<file path="src/include/ltpc_pkg.sv">
/*
 * ltpc_pkg: constants shared by the lcd timing and power control block.
 * assumes a single 20 MHz system clock; no bus, commands arrive as strobes.
 */
package ltpc_pkg;
    // ----------------------------------------------------------------
    // geometry
    // ----------------------------------------------------------------
    localparam int unsigned NUM_COM     = 64;   // common outputs 0..63
    localparam int unsigned NUM_SEG     = 132;  // segment outputs
    localparam int unsigned COM_W       = 6;    // common index width
    localparam int unsigned PWR_W       = 3;    // power enable width
    localparam int unsigned VOL_W       = 6;    // volume code width
    // ----------------------------------------------------------------
    // power enable bit positions
    // ----------------------------------------------------------------
    localparam int unsigned PWR_BOOST_BIT = 2;  // booster
    localparam int unsigned PWR_REG_BIT   = 1;  // voltage regulator
    localparam int unsigned PWR_FOLL_BIT  = 0;  // voltage follower
    // ----------------------------------------------------------------
    // reset values
    // ----------------------------------------------------------------
    localparam logic [2:0] PWR_RESET = 3'h0;   // all blocks off
    localparam logic [5:0] VOL_RESET = 6'h20;  // binary 100000
    localparam logic [5:0] VOL_MAX   = 6'h3f;  // level = 63 - code
    localparam logic       SCAN_RESET = 1'b0;  // normal order
    // ----------------------------------------------------------------
    // timing: internal oscillator model and line timing
    // ----------------------------------------------------------------
    localparam int unsigned OSC_PERIOD_NS = 5000; // display clock period
    localparam int unsigned CLK_PERIOD_NS = 50;   // 20 MHz system clock
    localparam int unsigned OSC_DIV =
        (OSC_PERIOD_NS / CLK_PERIOD_NS) < 1 ? 1 :
        (OSC_PERIOD_NS / CLK_PERIOD_NS);
    localparam int unsigned OSC_CNT_W = 7;        // holds OSC_DIV - 1
    localparam int unsigned CLK_PER_LINE = 4;     // display clocks a line
endpackage

</file>
<file path="src/hdl/ltpc_top.sv">
/*
 * ltpc_top: display timing, cascade pin direction, scan order, power
 * block enables and electronic volume of a dot-matrix lcd driver.
 * assumes: all inputs synchronous to clk; the display clock pin, frame
 * polarity pin and display-off pin are split into in/out/oe triples.
 */
`timescale 1ns/1ps
module ltpc_top (
    input  wire logic                 clk,
    input  wire logic                 rst_n,
    // configuration straps
    input  wire logic                 internal_osc_select,
    input  wire logic                 master_mode,
    // command strobes from the command decoder
    input  wire logic                 power_wr,
    input  wire logic [2:0]           power_data,
    input  wire logic                 volume_wr,
    input  wire logic [5:0]           volume_data,
    input  wire logic                 scan_wr,
    input  wire logic                 scan_data,
    input  wire logic                 display_on_wr,
    input  wire logic                 display_on_data,
    // line data from display memory, independent of host accesses
    input  wire logic [131:0]         line_data,
    // cascade timing pins
    input  wire logic                 display_clock_pin_in,
    output logic                      display_clock_pin_out,
    output logic                      display_clock_pin_oe,
    input  wire logic                 frame_polarity_in,
    output logic                      frame_polarity_out,
    output logic                      frame_polarity_oe,
    input  wire logic                 display_off_sync_n_in,
    output logic                      display_off_sync_n_out,
    output logic                      display_off_sync_n_oe,
    // driver side
    output logic [131:0]              seg_out,
    output logic [5:0]                com_active,
    output logic                      com_enable,
    output logic                      drive_polarity,
    output logic                      line_fetch,
    output logic                      osc_running,
    output logic                      boost_en,
    output logic                      regulator_en,
    output logic                      follower_en,
    output logic [5:0]                volume_level
);
    // ----------------------------------------------------------------
    // settings registers
    // ----------------------------------------------------------------
    logic [2:0] power_block_enables_r, power_block_enables_nxt;
    logic [5:0] drive_level_volume_r,  drive_level_volume_nxt;
    logic       scan_reverse_r,        scan_reverse_nxt;
    logic       disp_on_r,             disp_on_nxt;

    // each setting holds until its command rewrites it
    always_comb begin
        power_block_enables_nxt = power_block_enables_r;
        drive_level_volume_nxt  = drive_level_volume_r;
        scan_reverse_nxt        = scan_reverse_r;
        disp_on_nxt             = disp_on_r;
        if (power_wr) begin
            power_block_enables_nxt = power_data;
        end
        if (volume_wr) begin
            drive_level_volume_nxt = volume_data;
        end
        if (scan_wr) begin
            scan_reverse_nxt = scan_data;
        end
        if (display_on_wr) begin
            disp_on_nxt = display_on_data;
        end
    end

    // reset puts volume at mid code and scan in normal order
    always_ff @(posedge clk or negedge rst_n) begin
        if (!rst_n) begin
            power_block_enables_r <= ltpc_pkg::PWR_RESET;
            drive_level_volume_r  <= ltpc_pkg::VOL_RESET;
            scan_reverse_r        <= ltpc_pkg::SCAN_RESET;
            disp_on_r             <= 1'b0;
        end else begin
            power_block_enables_r <= power_block_enables_nxt;
            drive_level_volume_r  <= drive_level_volume_nxt;
            scan_reverse_r        <= scan_reverse_nxt;
            disp_on_r             <= disp_on_nxt;
        end
    end

    // ----------------------------------------------------------------
    // power blocks and volume
    // ----------------------------------------------------------------
    // any pattern is accepted; only four are useful to the host
    assign boost_en     = power_block_enables_r[ltpc_pkg::PWR_BOOST_BIT];
    assign regulator_en = power_block_enables_r[ltpc_pkg::PWR_REG_BIT];
    assign follower_en  = power_block_enables_r[ltpc_pkg::PWR_FOLL_BIT];
    assign volume_level = ltpc_pkg::VOL_MAX - drive_level_volume_r;

    // ----------------------------------------------------------------
    // display clock source and internal oscillator
    // ----------------------------------------------------------------
    logic       osc_on;                       // oscillator allowed
    logic [6:0] osc_cnt_r, osc_cnt_nxt;       // divider count
    logic       osc_clk_r, osc_clk_nxt;       // internal display clock
    logic       ext_clk_r, ext_clk_nxt;       // last seen pin level
    logic       dclk_tick;                    // one display clock edge

    // slaves never run the oscillator; the booster needs it running,
    // which the host must arrange
    assign osc_on      = master_mode && internal_osc_select;
    assign osc_running = osc_on;

    always_comb begin
        osc_cnt_nxt = osc_cnt_r;
        osc_clk_nxt = osc_clk_r;
        if (!osc_on) begin
            osc_cnt_nxt = '0;
            osc_clk_nxt = 1'b0;
        end else if (osc_cnt_r == 7'(ltpc_pkg::OSC_DIV / 2 - 1)) begin
            osc_cnt_nxt = '0;
            osc_clk_nxt = !osc_clk_r;
        end else begin
            osc_cnt_nxt = osc_cnt_r + 7'h01;
        end
        ext_clk_nxt = display_clock_pin_in;
    end

    always_ff @(posedge clk or negedge rst_n) begin
        if (!rst_n) begin
            osc_cnt_r <= 7'h00;
            osc_clk_r <= 1'b0;
            ext_clk_r <= 1'b0;
        end else begin
            osc_cnt_r <= osc_cnt_nxt;
            osc_clk_r <= osc_clk_nxt;
            ext_clk_r <= ext_clk_nxt;
        end
    end

    // rising edge of whichever clock is the source
    assign dclk_tick = osc_on
        ? (osc_clk_nxt && !osc_clk_r)
        : (display_clock_pin_in && !ext_clk_r);

    // ----------------------------------------------------------------
    // line and frame timing
    // ----------------------------------------------------------------
    logic [1:0] sub_r,   sub_nxt;     // display clocks within a line
    logic [5:0] line_r,  line_nxt;    // scan line 0..63
    logic       fr_r,    fr_nxt;      // internal frame polarity
    logic       fr_used;              // polarity actually driven

    always_comb begin
        sub_nxt  = sub_r;
        line_nxt = line_r;
        fr_nxt   = fr_r;
        if (dclk_tick) begin
            sub_nxt = sub_r + 2'h1;
            if (sub_r == 2'(ltpc_pkg::CLK_PER_LINE - 1)) begin
                line_nxt = line_r + 6'h01;
                if (line_r == 6'(ltpc_pkg::NUM_COM - 1)) begin
                    fr_nxt = !fr_r;
                end
            end
        end
    end

    always_ff @(posedge clk or negedge rst_n) begin
        if (!rst_n) begin
            sub_r  <= 2'h0;
            line_r <= 6'h00;
            fr_r   <= 1'b0;
        end else begin
            sub_r  <= sub_nxt;
            line_r <= line_nxt;
            fr_r   <= fr_nxt;
        end
    end

    // a slave follows the master's polarity
    assign fr_used        = master_mode ? fr_r : frame_polarity_in;
    assign drive_polarity = fr_used;
    assign line_fetch     = dclk_tick && (sub_r == 2'h0);

    // ----------------------------------------------------------------
    // cascade pin directions
    // ----------------------------------------------------------------
    logic disp_on_used;                       // on state after cascade
    assign display_clock_pin_out  = osc_clk_r;
    assign display_clock_pin_oe   = osc_on;
    assign frame_polarity_out     = fr_r;
    assign frame_polarity_oe      = master_mode;
    assign display_off_sync_n_out = disp_on_r;
    assign display_off_sync_n_oe  = master_mode;
    assign disp_on_used = master_mode ? disp_on_r
                                      : display_off_sync_n_in;

    // ----------------------------------------------------------------
    // segment latch and common scan
    // ----------------------------------------------------------------
    logic [131:0] seg_latch_r, seg_latch_nxt; // display data latch

    // only loaded at a line fetch, so host memory traffic never shows
    always_comb begin
        seg_latch_nxt = seg_latch_r;
        if (line_fetch) begin
            seg_latch_nxt = line_data;
        end
    end

    always_ff @(posedge clk or negedge rst_n) begin
        if (!rst_n) begin
            seg_latch_r <= '0;
        end else begin
            seg_latch_r <= seg_latch_nxt;
        end
    end

    // display off grounds every driver
    assign seg_out    = disp_on_used ? seg_latch_r : '0;
    assign com_enable = disp_on_used;
    assign com_active = scan_reverse_r ? (6'h3f - line_r) : line_r;
endmodule

</file>
<file path="config.mk">
export PLATFORM = sky130hd
export DESIGN_NAME = ltpc_top
export DESIGN_NICKNAME = d
export VERILOG_FILES = /design/src/include/ltpc_pkg.sv /design/src/hdl/ltpc_top.sv
export SDC_FILE = /design/constraint.sdc
export NUM_CORES = 1
export LEC_CHECK = 0
export ABC_AREA = 1
export BUFFER_PORTS_ARGS = -buffer_cell sky130_fd_sc_hd__buf_2
export CAP_MARGIN = 20
export CORE_MARGIN = 4
export CORE_UTILIZATION = 48
export DETAILED_ROUTE_END_ITERATION = 16
export PLACE_DENSITY = 0.77
export SLEW_MARGIN = 20
export SYNTH_ARGS = -nofsm -noshare
export SYNTH_HDL_FRONTEND = slang
export SYNTH_SLANG_ARGS = --single-unit
</file>
<file path="constraint.sdc">
create_clock -name clk -period 2.08 [get_ports clk]
set_input_delay 0.312 -clock clk [delete_from_list [all_inputs] [get_ports clk]]
set_output_delay 0.312 -clock clk [all_outputs]
set_load 0.02 [all_outputs]
</file>
* Word-level counts from Yosys, hierarchy flattened
Cells that the tools add are included.
** Word-level totals
- Input port bits :: 154
- Logic and storage cells :: 38
- Flip-flop bits (word level) :: 161
** Cells by class
- $add $sub $neg :: 5
- Multiplexer cells :: 9
- Reduce and logical (&&, ||, !) cells :: 10
- Equality and inequality tests :: 3
** Operators with widths (number)
- 132-bit 2-to-1 mux :: 1
- 7-bit 2-to-1 mux :: 2
- 6-bit subtractor, first input constant :: 2
- 7-bit by 1-bit adder with 7-bit output, second input constant :: 1
- 7-bit by 6-bit == test with 1-bit output, second input constant :: 1
- 6-bit by 1-bit adder with 6-bit output, second input constant :: 1
- 6-bit == test, second input constant :: 1
- 6-bit 2-to-1 mux :: 1
- 1-bit 2-to-1 mux :: 5
- 1-bit logical AND :: 4
- 1-bit logical NOT :: 3
- 3-bit AND reduction :: 1
- 2-bit by 1-bit adder with 2-bit output, second input constant :: 1
- 2-bit == test, second input constant :: 1
- 2-bit logical NOT :: 1
- 2-bit AND reduction :: 1

* Depth between registers and ports, before layout
- Word-level depth :: 6
- Depth in mapped cells :: 12

* Worst setup path after synthesis
Ideal clock, no wire load.
- Path type :: reg-to-output
- From :: register disp_on_r, in the netlist display_off_sync_n_out
- To :: output com_enable
- Stages on the path, launching flop included :: 7
- Data required time :: 1768 ps
- Data arrival time :: 1352 ps
- Setup slack :: 416 ps
- Cells stage by stage :: dfrtp_1 inv_1 nand2_1 o21ai_1 clkbuf_1 buf_2 inv_1
** On the way
- Cells in the longest elaborated chain, start to end :: 1
** RTL lines
- start: declaration :: RTL line ltpc_top.sv:53 : logic disp_on_r, disp_on_nxt;
- start signal: assignment :: RTL line ltpc_top.sv:86 : disp_on_r <= disp_on_nxt;
- 1-bit 2-to-1 mux :: RTL line ltpc_top.sv:195 : assign disp_on_used = master_mode ? disp_on_r
- end: declaration :: RTL line ltpc_top.sv:38 : output logic com_enable,
No other way between the ends.

* Worst setup path in the final report
- From :: register osc_cnt_r[1]
- To :: output line_fetch
** On the way
- Cells in the longest elaborated chain, start to end :: 6
** RTL lines
- start: declaration :: RTL line ltpc_top.sv:103 : logic [6:0] osc_cnt_r, osc_cnt_nxt;
- start signal: assignment :: RTL line ltpc_top.sv:134 : osc_cnt_r <= osc_cnt_nxt;
- 7-bit by 6-bit == test with 1-bit output :: RTL line ltpc_top.sv:119 : end else if (osc_cnt_r == 7'(ltpc_pkg::OSC_DIV / 2 - 1)) begin
- 1-bit 2-to-1 mux :: RTL line ltpc_top.sv:119
- 1-bit 2-to-1 mux :: RTL line ltpc_top.sv:116 : if (!osc_on) begin
- 1-bit logical AND :: RTL line ltpc_top.sv:142 : ? (osc_clk_nxt && !osc_clk_r)
- 1-bit 2-to-1 mux :: RTL line ltpc_top.sv:142
- 1-bit logical AND :: RTL line ltpc_top.sv:183 : assign line_fetch = dclk_tick && (sub_r == 2'h0);
- end: declaration :: RTL line ltpc_top.sv:40 : output logic line_fetch,
No other way between the ends.

==> flow_summary.toml <==
[run_status]
status = "finished clean"

[power]
p_int_mw = 8.11
p_sw_share_pct = 37.3
clkPwrFrac_pct = 25.7
p_leak_nw = 5.96
p_per_area_mw_per_mm2 = 1320
ir_worst_vdd_mv = 0.609
p_total_mw = 12.9
p_seq_share_pct = 39.3
power.switching_mw = 4.83
combPwrFrac_pct = 35.0

[yosys]
postSynthAreaPerCell_um2 = 7.55
ys_warn_count = 0
yosysMostFrequentCell = "nand2_1"
synth.distinct_cells = 23
yosysSeqAreaShare_pct = 54.3
synthTopCellsByArea = "dfrtp_1, nand2_1, inv_1"
syn-num-nets = 1142
synth_top_area_share_pct = 54.0
yosys.area.top_type = "dfrtp_1"
synth_common_cells = "nand2_1, dfrtp_1, inv_1"
synth_seq_cells = 161
netlist_instances = 983
synth_top_flop_cell = "dfrtp_1"
synth_area_mm2 = 0.00742
async_reset_ff_share_pct = 100
synth-edff-count = 0

[cells_and_area]
stdcell_count = 1485
final.fill_count = 1314
fin_nets = 1443
area_growth_pct = 32.7
finalInstanceArea_mm2 = 0.00984
multi_input_area_mm2 = 0.00256
layout-drive-gt1-share_pct = 28.8
num_antenna_cells = 0
seqCellArea_mm2 = 0.00403

[placed_design]
placed_cells = 1452
dp_slack_ns = 0.348
hpwl_mm = 14.3
placed_cell_area_mm2 = 0.00918
port_buffers = 310
gp_congestion = 0.825

[sta]
clock.fmax_mhz = 496
drv_slew = 0
setup_viol = 0
maxSlewHeadroom_pct = 58.9
period_minus_slack_ns = 2.02
rsz0062_at_grt = "yes"
min_period_over_period_pct = 97.0
hold_violations = 0
tightest_slew_ns = 0.616
finClkSkew_ns = 0.00567
setup_ws_ns = 0.0625

[die]
core_mm2 = 0.0151
die_w_um = 132
start_util_pct = 49.0
rows = 45
design.die.area_mm2 = 0.0175
dieHeight_um = 132
io_pins = 311

[setup_path]
cp.required_ns = 1.77
cp_max_fo = 6
crit_slowest_cell = "dfrtp_1"
crit_type = "flip-flop to output pin"
critPathLaunchType = "flip-flop"
worstPathCellList = "inv_1, ha_1, nand2_1, nor2_1, nand4_1, nand2_2, nand2_4, inv_4, buf_6"
cpLargestDelayFamily = "simple AND/OR/NAND/NOR gates"
path_buf_inv = 3
cpPeakStageDelay_ns = 0.40
worstPathArrival_ns = 1.71
cp-end-kind = "output pin"

[routing]
routed_via_density = 4.64
routed_wl_mm = 19.6
drt-initial-drc-count = 357
drc = 0
drtAntennaViolNets = 0
drt_pass1_iterations = 5
vias = 6890
wl_per_cell_um = 13.2

[clocking]
post_cts_buffers = 0
cts_root_buf = "clkbuf_16"
clock-sinks = 161
clkTransAtPathRegs_ns = 0.06
numCtsBuffers = 17
cts_max_level = 4
cts_tree = "yes"
cts_buffer_depth = 2
clkLatencyLatePin_ns = 0.42

[flow_run]
drv_cap = 0

[global_routing]
grt_pass1_vias = 6651
grt_overflow = 0
grt_max_degree = 64
antenna_found_initial = 3
grt_pass1_wl_mm = 32.2
grt.total_usage_pct = 22.6

[worst_hold_path]
hold_class = "input port to flip-flop"
per-stage QoR:
step	hold slack (ns)	utilization [%]	setup TNS [ns]
after floorplan	0.0164	-	0
after global placement	0.337	60.6	0
after detailed placement	0.343	60.6	0
after CTS	0.00503	64.9	0
after global routing	0.00310	65.0	-0.0483
final	0.0233	65.0	0
cells in the final DEF (no fill, tap or decap), types with 4 or more instances in the layout:
| cell type | netlist | layout |
|---|---|---|
| buf_12 | 0 | 7 |
| buf_2 | 23 | 308 |
| buf_4 | 3 | 11 |
| bufinv_16 | 0 | 4 |
| clkbuf_16 | 0 | 17 |
| clkinv_4 | 0 | 4 |
| dfrtp_1 | 160 | 160 |
| ha_1 | 5 | 5 |
| inv_1 | 147 | 147 |
| mux2_2 | 4 | 4 |
| nand2_1 | 426 | 425 |
| nand3_1 | 8 | 8 |
| nor2_1 | 143 | 143 |
| o21ai_0 | 11 | 11 |
| xnor2_1 | 4 | 4 |
| xor2_1 | 11 | 11 |
power groups by stage:
stage               Sequential, mW  Combinational, mW  Clock [mW]
finish                        5.09               4.52        3.33
global route                  5.23               5.12        3.54
CTS                           5.08               4.59        3.40
detailed placement            5.10               4.57           0
global placement              5.07               4.45           0
floorplan                     4.93               3.17           0
final cells by class:
type | instances | share of cell area, %
well taps | 188 | 2.39
clock buffers | 19 | 4.60
clock inverters | 13 | 1.88
flip-flops and latches | 161 | 41.0
multi-input cells | 624 | 26.1
inverters | 150 | 5.75
repair buffers | 330 | 18.4
kinds of logic (layout without fill, tap and decap cells):
logic type               Yosys count  after routing  share of synthesized area (%)
XOR/XNOR                          15             15                           1.77
AO/OA/AOI/OAI                     14             14                          0.944
multiplexers                       4              4                          0.607
buffers and inverters            198            512                           11.4
flip-flops                       161            161                           54.3
adder cells (fa/ha/maj)            5              5                          0.843
AND/OR/NAND/NOR                  586            586                           30.1
sequential cells by signal (all words and copies together) (netlist names):
register                count
power_block_enables_r       3
seg_latch_r               132
sub_r                       2
scan_reverse_r              1
osc_cnt_r                   7
drive_level_volume_r        6
frame_polarity_out          1
line_r                      6
display_clock_pin_out       1
ext_clk_r                   1
display_off_sync_n_out      1
metal layers:
layer  vias up  global-route usage [%]  share of wire [%]  routed length [um]
met3        41                    7.10                8.9                1750
met1      3127                    27.7                 40                7890
met5         -                       0               0.14                  27
met4         6                    8.78                2.5                 481
li1       3428                       -                  -                   -
met2       288                    37.6                 48                9490
final timing paths:
path | slack, ns | startpoint | endpoint | cells past startpoint
setup / recovery | 0.06 | osc_cnt_r[1] | line_fetch | 9
hold / removal | 0.02 | display_clock_pin_in | ext_clk_r | 1
setup reg to reg | 0.36 | osc_cnt_r[0] | seg_latch_r[61] | 9
hold reg to reg | 0.48 | seg_latch_r[27] | seg_latch_r[27] | 2
max in group asynchronous | 0.97 | rst_n | drive_level_volume_r[5] | 3
min in group asynchronous | 0.44 | rst_n | seg_latch_r[24] | 2
timing repair:
| item | CTS | global route |
|---|---|---|
| setup endpoints to repair | 1 | 32 |
| hold endpoints to repair | 55 | 0 |
| hold buffers | 1 | 0 |
| resized for setup | 1 | 3 |
Note: power is estimated with default switching activity, not from simulation.
